File: config.mk
export PLATFORM = sky130hd
export DESIGN_NAME = dpc_port_ctrl
export DESIGN_NICKNAME = d
export VERILOG_FILES = /design/src/dpc_pkg.sv /design/src/dpc_apb_regs.sv /design/src/dpc_port_ctrl.sv
export SDC_FILE = /design/constraint.sdc
export NUM_CORES = 1
export LEC_CHECK = 0
export BUFFER_PORTS_ARGS = -buffer_cell sky130_fd_sc_hd__buf_2
export CORE_MARGIN = 5
export CORE_UTILIZATION = 40
export CTS_CLUSTER_SIZE = 16
export DETAILED_ROUTE_END_ITERATION = 10
export SLEW_MARGIN = 20
export SYNTH_ARGS = -nofsm -noshare
export SYNTH_HDL_FRONTEND = slang
export SYNTH_SLANG_ARGS = --single-unit
File: constraint.sdc
create_clock -name pclk -period 3.3 [get_ports pclk]
set_input_delay 0.33 -clock pclk [delete_from_list [all_inputs] [get_ports pclk]]
set_output_delay 0.33 -clock pclk [all_outputs]
set_load 0.03 [all_outputs]
File: src/dpc_pkg.sv
// package for the dual-port ram port controller (host side)
// assumes one pclk domain; the controller drives one port of the ram
package dpc_pkg;
  // ====================================================================
  // apb register map of the controller
  localparam logic [7:0] DPC_REG_CTRL = 8'h00; // command and go
  localparam logic [7:0] DPC_REG_ADDR = 8'h04; // ram or semaphore address
  localparam logic [7:0] DPC_REG_WDATA = 8'h08; // write data
  localparam logic [7:0] DPC_REG_RDATA = 8'h0c; // last read data
  localparam logic [7:0] DPC_REG_STAT = 8'h10; // status
  localparam logic [7:0] DPC_REG_CFG = 8'h14; // strobe timing, mode
  // ====================================================================
  // ctrl fields
  localparam int DPC_CTRL_GO = 0; // write 1 to start
  localparam int DPC_CTRL_WR = 1; // 1 write, 0 read
  localparam int DPC_CTRL_SEM = 2; // 1 semaphore latch access
  localparam int DPC_CTRL_HB = 3; // enable high byte (ram)
  localparam int DPC_CTRL_LB = 4; // enable low byte (ram)
  // status fields
  localparam int DPC_STAT_BUSY = 0; // command running
  localparam int DPC_STAT_DONE = 1; // sticky done
  localparam int DPC_STAT_INT = 2; // mailbox flag seen low
  localparam int DPC_STAT_BSY = 3; // busy pin seen low
  localparam int DPC_STAT_SEMOWN = 4; // last semaphore read was zero
  // cfg fields: strobe length [7:0], gap length [15:8], master [16]
  localparam int DPC_CFG_MS = 16;
  localparam logic [31:0] DPC_CFG_RST = 32'h0001_0404;
  // ====================================================================
  // timing: semaphore gap before the verifying read
  localparam int DPC_SEM_GAP_NS = 10; // semaphore_gap_time
  localparam int DPC_CLK_NS = 5;
  localparam int DPC_SEM_GAP_CYC =
    (DPC_SEM_GAP_NS + DPC_CLK_NS - 1) / DPC_CLK_NS;
  localparam logic [15:0] DPC_DATA_ONE = 16'h0001;
  localparam logic [15:0] DPC_DATA_ZERO = 16'h0000;
  // sequencer states, gray along idle -> strobe -> hold -> gap
  typedef enum logic [1:0] {
    DPC_IDLE = 2'b00,
    DPC_STRB = 2'b01,
    DPC_HOLD = 2'b11,
    DPC_GAP = 2'b10
  } dpc_state_type;
endpackage

File: src/dpc_apb_regs.sv
// apb slave holding the controller's own registers
// assumes zero-wait apb: pready high in every access phase
`timescale 1ns/1ps
module dpc_apb_regs
  import dpc_pkg::*;
(
  // apb
  input wire logic pclk,
  input wire logic presetn,
  input wire logic psel,
  input wire logic penable,
  input wire logic pwrite,
  input wire logic [7:0] paddr,
  input wire logic [31:0] pwdata,
  output logic [31:0] prdata,
  output logic pready,
  output logic pslverr,
  // to and from the sequencer
  output logic go_pulse,
  output logic [4:0] ctrl_q,
  output logic [15:0] addr_q,
  output logic [15:0] wdata_q,
  output logic [31:0] cfg_q,
  input wire logic [15:0] rdata,
  input wire logic [4:0] stat,
  output logic done_clr
);
  import dpc_pkg::*;
  // ====================================================================
  // decode
  wire logic acc = psel && penable;
  wire logic wr_en = acc && pwrite;
  wire logic hit_ctrl = paddr == DPC_REG_CTRL;
  wire logic hit_addr = paddr == DPC_REG_ADDR;
  wire logic hit_wd = paddr == DPC_REG_WDATA;
  wire logic hit_rd = paddr == DPC_REG_RDATA;
  wire logic hit_st = paddr == DPC_REG_STAT;
  wire logic hit_cfg = paddr == DPC_REG_CFG;
  wire logic mapped = hit_ctrl | hit_addr | hit_wd | hit_rd | hit_st |
    hit_cfg;
  assign pready = 1'b1;
  // unmapped addresses answer with an error, reads give zero
  assign pslverr = acc && !mapped;
  // go is delayed one cycle so that ctrl_q already holds the new command
  // when the sequencer latches it; a same-edge latch would take the old one
  logic go_q;
  assign go_pulse = go_q;
  // writing the status word with done set clears the sticky done
  assign done_clr = wr_en && hit_st && pwdata[DPC_STAT_DONE];
  assign prdata = hit_ctrl ? {27'h0, ctrl_q} :
    hit_addr ? {16'h0, addr_q} :
    hit_wd ? {16'h0, wdata_q} :
    hit_rd ? {16'h0, rdata} :
    hit_st ? {27'h0, stat} :
    hit_cfg ? cfg_q : 32'h0;
  // ====================================================================
  // storage
  always_ff @(posedge pclk or negedge presetn) begin
    if (!presetn) begin
      ctrl_q <= 5'h00;
      addr_q <= 16'h0000;
      wdata_q <= 16'h0000;
      cfg_q <= DPC_CFG_RST;
    end else if (wr_en) begin
      if (hit_ctrl) ctrl_q <= {pwdata[4:1], 1'b0};
      if (hit_addr) addr_q <= pwdata[15:0];
      if (hit_wd) wdata_q <= pwdata[15:0];
      if (hit_cfg) cfg_q <= pwdata;
    end
  end
  // one-cycle go strobe, follows the ctrl write
  always_ff @(posedge pclk or negedge presetn) begin
    if (!presetn) begin
      go_q <= 1'b0;
    end else begin
      go_q <= wr_en && hit_ctrl && pwdata[DPC_CTRL_GO];
    end
  end
endmodule

File: src/dpc_port_ctrl.sv
// one-port controller for an asynchronous dual-port ram with semaphores
// assumes the ram pins are sampled synchronously to pclk
`timescale 1ns/1ps
module dpc_port_ctrl
  import dpc_pkg::*;
#(
  parameter int ADDR_W = 13,
  parameter int DATA_W = 16
)(
  // clock and reset
  input wire logic pclk,
  input wire logic presetn,
  // apb slave
  input wire logic psel,
  input wire logic penable,
  input wire logic pwrite,
  input wire logic [7:0] paddr,
  input wire logic [31:0] pwdata,
  output logic [31:0] prdata,
  output logic pready,
  output logic pslverr,
  // ram port pins
  output logic chip_en_n,
  output logic rw_n,
  output logic out_en_n,
  output logic latch_bank_select_n,
  output logic high_byte_select_n,
  output logic low_byte_select_n,
  output logic [ADDR_W-1:0] addr,
  input wire logic [DATA_W-1:0] data_i,
  output logic [DATA_W-1:0] data_o,
  output logic data_oe,
  input wire logic int_n,
  input wire logic busy_n,
  output logic master_sel
);
  import dpc_pkg::*;
  // ====================================================================
  // register file
  logic go;
  logic [4:0] ctrl;
  logic [15:0] a_reg;
  logic [15:0] wd_reg;
  logic [31:0] cfg;
  logic [4:0] stat;
  logic dclr;
  logic [DATA_W-1:0] rdata_q; // captured read data
  logic [DATA_W-1:0] rdata_d;
  dpc_apb_regs u_regs (
    .pclk(pclk),
    .presetn(presetn),
    .psel(psel),
    .penable(penable),
    .pwrite(pwrite),
    .paddr(paddr),
    .pwdata(pwdata),
    .prdata(prdata),
    .pready(pready),
    .pslverr(pslverr),
    .go_pulse(go),
    .ctrl_q(ctrl),
    .addr_q(a_reg),
    .wdata_q(wd_reg),
    .cfg_q(cfg),
    .rdata(rdata_q[15:0]),
    .stat(stat),
    .done_clr(dclr)
  );
  // ====================================================================
  // sequencer state
  dpc_state_type state_q, state_d;
  logic [7:0] cnt_q, cnt_d; // cycles left in current phase
  logic done_q, done_d; // sticky completion
  logic own_q, own_d; // last semaphore read gave zero
  logic wr_q, sem_q, hb_q, lb_q; // latched command
  logic lat_en;
  wire logic [7:0] strobe_len = cfg[7:0];
  wire logic [7:0] gap_cfg = cfg[15:8];
  // gap is never below the semaphore gap time
  wire logic [7:0] gap_len = (gap_cfg < 8'(DPC_SEM_GAP_CYC)) ?
    8'(DPC_SEM_GAP_CYC) : gap_cfg;
  // master when cfg bit set: our busy_n is then the device's output
  assign master_sel = cfg[DPC_CFG_MS];
  // any write, master or slave, is held while busy is asserted; the master's busy
  // line reaches us by board wiring only
  wire logic hold_wr = wr_q && !busy_n;
  wire logic strb = (state_q == DPC_STRB) || (state_q == DPC_HOLD);
  // ====================================================================
  // pin decode: semaphore access keeps chip enable and bytes high
  assign chip_en_n = !(strb && !sem_q);
  assign latch_bank_select_n = !(strb && sem_q);
  // byte lanes only in ram accesses; both high on semaphore ops
  assign high_byte_select_n = !(strb && !sem_q && hb_q);
  assign low_byte_select_n = !(strb && !sem_q && lb_q);
  assign rw_n = !(strb && wr_q && !hold_wr);
  assign out_en_n = !(strb && !wr_q);
  // only the low three bits matter for semaphores; send them clean
  assign addr = sem_q ? ADDR_W'(a_reg[2:0]) : a_reg[ADDR_W-1:0];
  // semaphore write: value on bit zero, 0 claims, 1 releases
  assign data_o = sem_q ? {{(DATA_W-1){1'b0}}, wd_reg[0]} :
    wd_reg[DATA_W-1:0];
  assign data_oe = strb && wr_q;
  // flag and busy are reported active high, inverted from the device pins
  assign stat = {own_q, !busy_n, !int_n, done_q,
    state_q != DPC_IDLE};
  // ====================================================================
  // next state
  always_comb begin
    state_d = state_q;
    cnt_d = cnt_q;
    done_d = done_q;
    lat_en = 1'b0;
    unique case (state_q)
      DPC_IDLE: begin
        if (go) begin
          lat_en = 1'b1;
          cnt_d = strobe_len;
          state_d = DPC_STRB;
        end
      end
      DPC_STRB: begin
        // strobe counts only while not held off by busy
        if (hold_wr) begin
          cnt_d = cnt_q;
        end else if (cnt_q == 8'h00) begin
          state_d = DPC_HOLD;
        end else begin
          cnt_d = cnt_q - 8'h01;
        end
      end
      DPC_HOLD: begin
        // read data sampled here, then release strobes
        cnt_d = gap_len;
        state_d = DPC_GAP;
      end
      DPC_GAP: begin
        // deselected gap before any next access
        if (cnt_q == 8'h00) begin
          state_d = DPC_IDLE;
          done_d = 1'b1;
        end else begin
          cnt_d = cnt_q - 8'h01;
        end
      end
    endcase
    // set wins over clear
    if (dclr && !(state_q == DPC_GAP && cnt_q == 8'h00)) done_d = 1'b0;
  end
  // read capture: semaphore value is on every line, use bit zero
  always_comb begin
    rdata_d = rdata_q;
    own_d = own_q;
    if (state_q == DPC_HOLD && !wr_q) begin
      rdata_d = data_i;
      if (sem_q) own_d = !data_i[0];
    end
  end
  // ====================================================================
  // registers
  always_ff @(posedge pclk or negedge presetn) begin
    if (!presetn) begin
      state_q <= DPC_IDLE;
      cnt_q <= 8'h00;
      done_q <= 1'b0;
      own_q <= 1'b0;
      rdata_q <= '0;
    end else begin
      state_q <= state_d;
      cnt_q <= cnt_d;
      done_q <= done_d;
      own_q <= own_d;
      rdata_q <= rdata_d;
    end
  end
  // command latch, taken at go
  always_ff @(posedge pclk or negedge presetn) begin
    if (!presetn) begin
      wr_q <= 1'b0;
      sem_q <= 1'b0;
      hb_q <= 1'b0;
      lb_q <= 1'b0;
    end else if (lat_en) begin
      wr_q <= ctrl[DPC_CTRL_WR];
      sem_q <= ctrl[DPC_CTRL_SEM];
      hb_q <= ctrl[DPC_CTRL_HB];
      lb_q <= ctrl[DPC_CTRL_LB];
    end
  end
  // mailbox: a write to the far port's mailbox sets its flag, a read of
  // our own mailbox clears ours; both addresses are plain ram accesses
endmodule

==> results.sh, run 1 <==
export IMPL_hpwlAfterDp_mm=10.1
export IMPL_seq_area_mm2=0.00253
export IMPL_switching_power_mw=1.19
export IMPL_fmax_mhz=440
export IMPL_reg2reg_depth=8
export IMPL_period_minus_slack_ns=2.27
export IMPL_vias=4034
export IMPL_power_leakage_nw=3.25
export IMPL_ir_drop_mv=0.309
export IMPL_pwr_share_comb_pct=28.2
export IMPL_worst_path_stages=5
export IMPL_ant_nets=0
export IMPL_synth_area_mm2=0.00532
export IMPL_stdcell_count=773
export IMPL_final_area_mm2=0.00645
export IMPL_clk_pin_slew_worst_paths_ns=0.07
export IMPL_num_io_pins=134
export IMPL_cts_buffers=9
export IMPL_power_density_mw_per_mm2=584
export IMPL_grt_pass1_vias=4240
export IMPL_die_h_um=125
export IMPL_post_cts_buffers=0
export IMPL_end_kind="output port"
export IMPL_netlist_instances=469
export IMPL_crit_path_start_kind="input pin"
export IMPL_cp_endpoint="prdata[15]"
export IMPL_tns_ns=0
export IMPL_htreeDepth=3
export IMPL_die_w_um=125
export IMPL_hold_buffers=0
export IMPL_worstPathArrival_ns=1.94
export IMPL_clkPwrFrac_pct=30.9
export IMPL_port_buffers=132
export IMPL_final_layout_size_suffix_gt1_share_pct=43.7
export IMPL_worst_path_buf_inv=2
export IMPL_status="completed"
export IMPL_ctsResizeCount=0
export IMPL_slowest_stage="or2_1"
export IMPL_synthArstFlopShare_pct=100
export IMPL_ys_warn_count=0
export IMPL_synth_ff_type="dfrtp_1"
export IMPL_timing_rr_start="state_q[0]"
export IMPL_grt_pass1_wl_mm=22.9
export IMPL_cts_buffer_depth=2
export IMPL_final_cell_mix="131 x buf_2, 97 x dfrtp_1, 83 x mux2_2"
export IMPL_grt_max_degree=102
export IMPL_track_usage_pct=18.3
export IMPL_worst_pin_slew_ns=0.705
export IMPL_finalSetupViolCount=0
export IMPL_syn2layout_area_growth_pct=21.3
export IMPL_intPower_mw=2.58
export IMPL_fin_nets=660
export IMPL_synth_distinct_cells=55
export IMPL_hp_class="input pin to async pin"
export IMPL_fp_coreArea_mm2=0.0131
export IMPL_rows=42
export IMPL_critPathMaxStageDelay_ns=0.63
export IMPL_total_power_mw=3.77
export IMPL_seq_power_share_pct=40.9
export IMPL_drc_errors=0
export IMPL_numPlacedInstances=757
export IMPL_syn_num_nets=537
export IMPL_fillers=1250
export IMPL_start_util_pct=40.5
export IMPL_final_util_pct=49.1
export IMPL_wl_per_cell_um=18.3
export IMPL_crit_top_cell="buf_2"
export IMPL_syn_area_per_cell_um2=11.3
export IMPL_layout_commonest_cell="buf_2"
export IMPL_synth_edf_count=0
export IMPL_rsz0062_at_grt="false"
export IMPL_multi_input_area_mm2=0.00255
export IMPL_worstPathRequired_ns=2.97
export IMPL_cts_sinks=101
export IMPL_clock_skew_ns=0.00606
export IMPL_cp_max_fo=20
export IMPL_cts_tree="built"
export IMPL_placed_cell_area_mm2=0.00613
export IMPL_antenna_found_initial=0
export IMPL_firstDrtPassIters=4
export IMPL_cap_violations=0
export IMPL_drtIter0Drc=238
export IMPL_cp_cell_sequence="buf_2 > or2_1 > a21oi_1 > nor3_1 > buf_2"
export IMPL_insertion_delay_ns=0.36
export IMPL_startpoint="paddr[3]"
export IMPL_finalMaxSlewViolations=0
export IMPL_slew_headroom_pct=53.0
export IMPL_hold_viol=0
export IMPL_clockRootBuffer="clkbuf_16"
export IMPL_finalCritPeriodShare_pct=68.9
export IMPL_overflow=0
export IMPL_antenna_cells=0
export IMPL_viasPerCell=5.22
export IMPL_worstSetupPathType="input pin to output port"
export IMPL_ys_seq_area_share_pct=47.6
export IMPL_die_area_mm2=0.0157
export IMPL_cp_top_family="simple AND/OR/NAND/NOR gates"
export IMPL_ys_ff_latch=101
export IMPL_r2r_end="cnt_q[5]"
export IMPL_regToRegSetupSlack_ns=1.13
export IMPL_wl_mm=14.1
export IMPL_gp_congestion=0.857
export IMPL_p_sw_share_pct=31.6
==> cell usage after synthesis, drive strengths merged (2+ instances only) <==
cell | n | area, µm²
buf | 15 | 116
nor2 | 16 | 60.1
a31oi | 3 | 18.8
nand2 | 26 | 100
nor3 | 16 | 108
dfstp | 3 | 78.8
clkbuf | 17 | 63.8
nor2b | 37 | 231
nor4 | 6 | 65.1
nor3b | 2 | 20.0
o21ai | 18 | 90.1
o31a | 2 | 17.5
dfrtp | 98 | 2450
mux4 | 4 | 90.1
nand3 | 2 | 10.0
ha | 5 | 62.6
o31ai | 2 | 15.0
inv | 15 | 56.3
mux2 | 94 | 1060
a2bb2oi | 2 | 17.5
o2bb2ai | 10 | 87.6
a22oi | 14 | 105
a21oi | 23 | 115
or2 | 3 | 18.8
and2 | 17 | 106
mux2i | 2 | 20.0
==> how the worst min path moves through the flow <==
stage,from,to,slack (ns),depth (start not counted)
finish,presetn,u_regs.addr_q[2],0.02,2
global route,presetn,u_regs.addr_q[1],0.06,2
CTS,presetn,rdata_q[4],0.06,2
detailed placement,presetn,own_q,0.44,2
global placement,presetn,rdata_q[2],0.44,2
floorplan,presetn,cnt_q[0],0.03,0
==> power groups by stage <==
stage | Sequential, mW | Combinational, mW | Clock [mW]
finish | 1.54 | 1.06 | 1.17
global route | 1.56 | 1.17 | 1.24
CTS | 1.54 | 1.06 | 1.19
detailed placement | 1.56 | 1.06 | 0
global placement | 1.56 | 1.03 | 0
floorplan | 1.51 | 0.798 | 0
==> cell families after synthesis <==
group	Yosys count	share of synthesized area [%]
multiplexers	100	22.0
buffers and inverters	47	4.44
flip-flops	101	47.6
adder cells (fa/ha/maj)	5	1.18
AND/OR/NAND/NOR	130	14.2
AO/OA/AOI/OAI	83	10.3
other	1	0.0705
XOR/XNOR	2	0.329
==> state kept, by name, indices dropped and copies added (netlist names), 2 cells and up <==
register        flops
u_regs.cfg_q       32
rdata_q            16
u_regs.addr_q      16
u_regs.wdata_q     16
cnt_q               8
u_regs.ctrl_q       4
state_q             2
==> layout make-up <==
| class | count | share of cell area [%] |
|---|---|---|
| Multi-Input combinational cell | 321 | 39.6 |
| Sequential cell | 101 | 39.2 |
| Timing Repair Buffer | 144 | 11.9 |
| Clock buffer | 11 | 3.76 |
| Tap cell | 176 | 3.41 |
| Clock inverter | 5 | 1.26 |
| Inverter | 15 | 0.873 |
==> worst reg2reg max path, stage by stage, from the launching register on <==
cell and delay (ns):
dfrtp_1 0.39, inv_1 0.08, ha_1 0.19, buf_4 0.18, inv_1 0.27, o21ai_0 0.15, buf_4 0.17, nor2_1 0.24
mux2_2 0.37
==> per-stage QoR <==
stage | worst slack [ns] | hold slack (ns)
after floorplan | 1.09 | 0.0344
after CTS | 0.989 | 0.0564
after detailed placement | 0.922 | 0.442
final | 1.03 | 0.0183
after global placement | 0.987 | 0.441
after global routing | 0.908 | 0.0607
==> layer usage <==
layer,track usage (%),vias to the layer above,wire (µm)
met5,0,-,0
met4,5.36,0,195
met3,4.86,16,837
met2,29.3,115,6840
met1,24.6,1994,6260
li1,-,1909,-
No activity file was read; power rests on OpenSTA's default activity.
==> inputs of run 2 (changes only) <==
==> constraint.sdc (replaced) <==
create_clock -name pclk -period 2.35 [get_ports pclk]
set_input_delay 0.235 -clock pclk [delete_from_list [all_inputs] [get_ports pclk]]
set_output_delay 0.235 -clock pclk [all_outputs]
set_load 0.03 [all_outputs]
==> run 2 against run 1 <==
Setup slack worse by 0.82 ns. Sequential share of layout area decreased by 0.56 points. Clock-buffer cell count fell by 2. Cell count grew 1.7%. Sequential power is 40% higher. Core utilization up 0.69 points. Via count grew 2.3%. Non-clock buffer count increased by 12. Worst hold slack improved by 0.073 ns.
==> results.sh, run 2 (same netlist as run 1, synthesis figures left out) <==
export IMPL_status="completed"
export IMPL_grt_pass1_vias=4358
export IMPL_wl_mm=14.0
export IMPL_cts_tree="built"
export IMPL_finalCritPeriodShare_pct=91.2
export IMPL_start_util_pct=40.5
export IMPL_finalSetupViolCount=0
export IMPL_die_h_um=125
export IMPL_num_io_pins=134
export IMPL_hpwlAfterDp_mm=10.5
export IMPL_wl_per_cell_um=17.8
export IMPL_slowest_stage="dfrtp_1"
export IMPL_worst_path_buf_inv=3
export IMPL_startpoint="state_q[0]"
export IMPL_die_area_mm2=0.0157
export IMPL_clock_skew_ns=0.00478
export IMPL_antenna_found_initial=0
export IMPL_cp_max_fo=13
export IMPL_largest_reg_flops=32
export IMPL_clockRootBuffer="clkbuf_16"
export IMPL_worst_pin_slew_ns=0.787
export IMPL_final_util_pct=49.8
export IMPL_vias=4127
export IMPL_rsz0062_at_grt="false"
export IMPL_fp_coreArea_mm2=0.0131
export IMPL_cp_cell_sequence="inv_1 > ha_1 > buf_4 > o21ai_0 > a22oi_1 > nor2_1 > buf_2"
export IMPL_dp_slack_ns=0.334
export IMPL_cts_sinks=101
export IMPL_cp_top_family="buffers and inverters"
export IMPL_final_cell_mix="131 x buf_2, 98 x dfrtp_1, 83 x mux2_2"
export IMPL_cts_buffer_depth=2
export IMPL_worstPathRequired_ns=2.12
export IMPL_tns_ns=0
export IMPL_firstDrtPassIters=4
export IMPL_slew_headroom_pct=47.5
export IMPL_die_w_um=125
export IMPL_rows=42
export IMPL_overflow=0
export IMPL_crit_path_start_kind="flip-flop"
export IMPL_fmax_mhz=467
export IMPL_worst_slack_ns=0.207
export IMPL_holdCritStartpoint="data_i[0]"
export IMPL_drc_errors=0
export IMPL_syn2layout_area_growth_pct=22.9
export IMPL_cap_violations=0
export IMPL_insertion_delay_ns=0.34
export IMPL_hp_class="input pin to flip-flop"
export IMPL_hold_viol=0
export IMPL_end_kind="output port"
export IMPL_period_minus_slack_ns=2.14
export IMPL_ant_nets=0
export IMPL_port_buffers=132
export IMPL_htreeDepth=3
export IMPL_worstPathArrival_ns=1.91
export IMPL_power_leakage_nw=3.30
export IMPL_gp_congestion=0.851
export IMPL_cts_buffers=9
export IMPL_drtIter0Drc=228
export IMPL_grt_pass1_wl_mm=23.0
export IMPL_worstSetupPathType="flip-flop to output port"
export IMPL_fin_nets=672
export IMPL_grt_max_degree=46
export IMPL_critPathMaxStageDelay_ns=0.41
export IMPL_top_register="u_regs.cfg_q"
export IMPL_ir_drop_mv=0.492
export IMPL_track_usage_pct=18.2
export IMPL_viasPerCell=5.25
export IMPL_power_density_mw_per_mm2=794
export IMPL_timing_rr_start="state_q[0]"
export IMPL_final_layout_size_suffix_gt1_share_pct=44.7
export IMPL_post_cts_buffers=0
export IMPL_clk_pin_slew_worst_paths_ns=0.07
export IMPL_layout_commonest_cell="buf_2"
export IMPL_finalMaxSlewViolations=0
## run 2: metal layers
metal	up-vias	global-route usage, %	routed length [µm]	part of all wire [%]
met3	20	4.65	944	6.7
met5	-	0	0	0
met4	0	6.19	258	1.8
met2	143	30.3	6860	49
met1	2019	23.1	5950	42
li1	1945	-	-	-
## run 2: area by class of cell
type | instances | area [µm²]
clock inverter | 7 | 82.6
clock buffer | 9 | 225
tap | 176 | 220
inverter | 15 | 56.3
fill | 1192 | 6600
sequential | 101 | 2530
timing repair buffer | 156 | 871
antenna | 1 | 2.50
multi-input combinational | 321 | 2550
## run 2: timing repair
item                       4_1_cts  5_1_grt
hold endpoints to repair        41        0
hold buffers                     1        0
resized for setup                0        0
setup endpoints to repair        0        0
## run 2: per-stage QoR
| stage | instances | total power, mW | cell area (µm²) | hold WS (ns) |
|---|---|---|---|---|
| floorplan | 469 | 3.24 | 5320 | -0.0606 |
| global placement | 768 | 3.66 | 6220 | 0.286 |
| detailed placement | 768 | 3.71 | 6220 | 0.287 |
| CTS | 785 | 5.24 | 6540 | 0.0826 |
| global route | 785 | 5.50 | 6540 | 0.0866 |
| finish | 786 | 5.20 | 6540 | 0.0910 |
## run 2: final timing paths
path,endpoint,slack (ns),cells past startpoint
setup / recovery,prdata[0],0.21,7
hold / removal,own_q,0.09,2
setup reg to reg,cnt_q[5],0.40,6
hold reg to reg,u_regs.cfg_q[22],0.50,1
max in group asynchronous,u_regs.cfg_q[16],1.23,3
min in group asynchronous,u_regs.addr_q[2],0.44,2
## run 2: where the power goes
group / internal [mW] / leakage, nW / switching (mW) / total (mW)
sequential: 1.97 / 1.34 / 0.180 / 2.15
clock: 0.841 / 0.144 / 0.677 / 1.52
combinational: 0.710 / 1.81 / 0.813 / 1.52
total: 3.52 / 3.30 / 1.67 / 5.20
## run 2: worst register-to-register path, delay by kind of cell (launching register included)
family / cells / cell delay (ns)
buffers and inverters: 2 / 0.34
AND/OR/NAND/NOR: 1 / 0.10
AO/OA/AOI/OAI: 1 / 0.35
flip-flops: 1 / 0.41
adder cells (fa/ha/maj): 1 / 0.38
multiplexers: 1 / 0.26
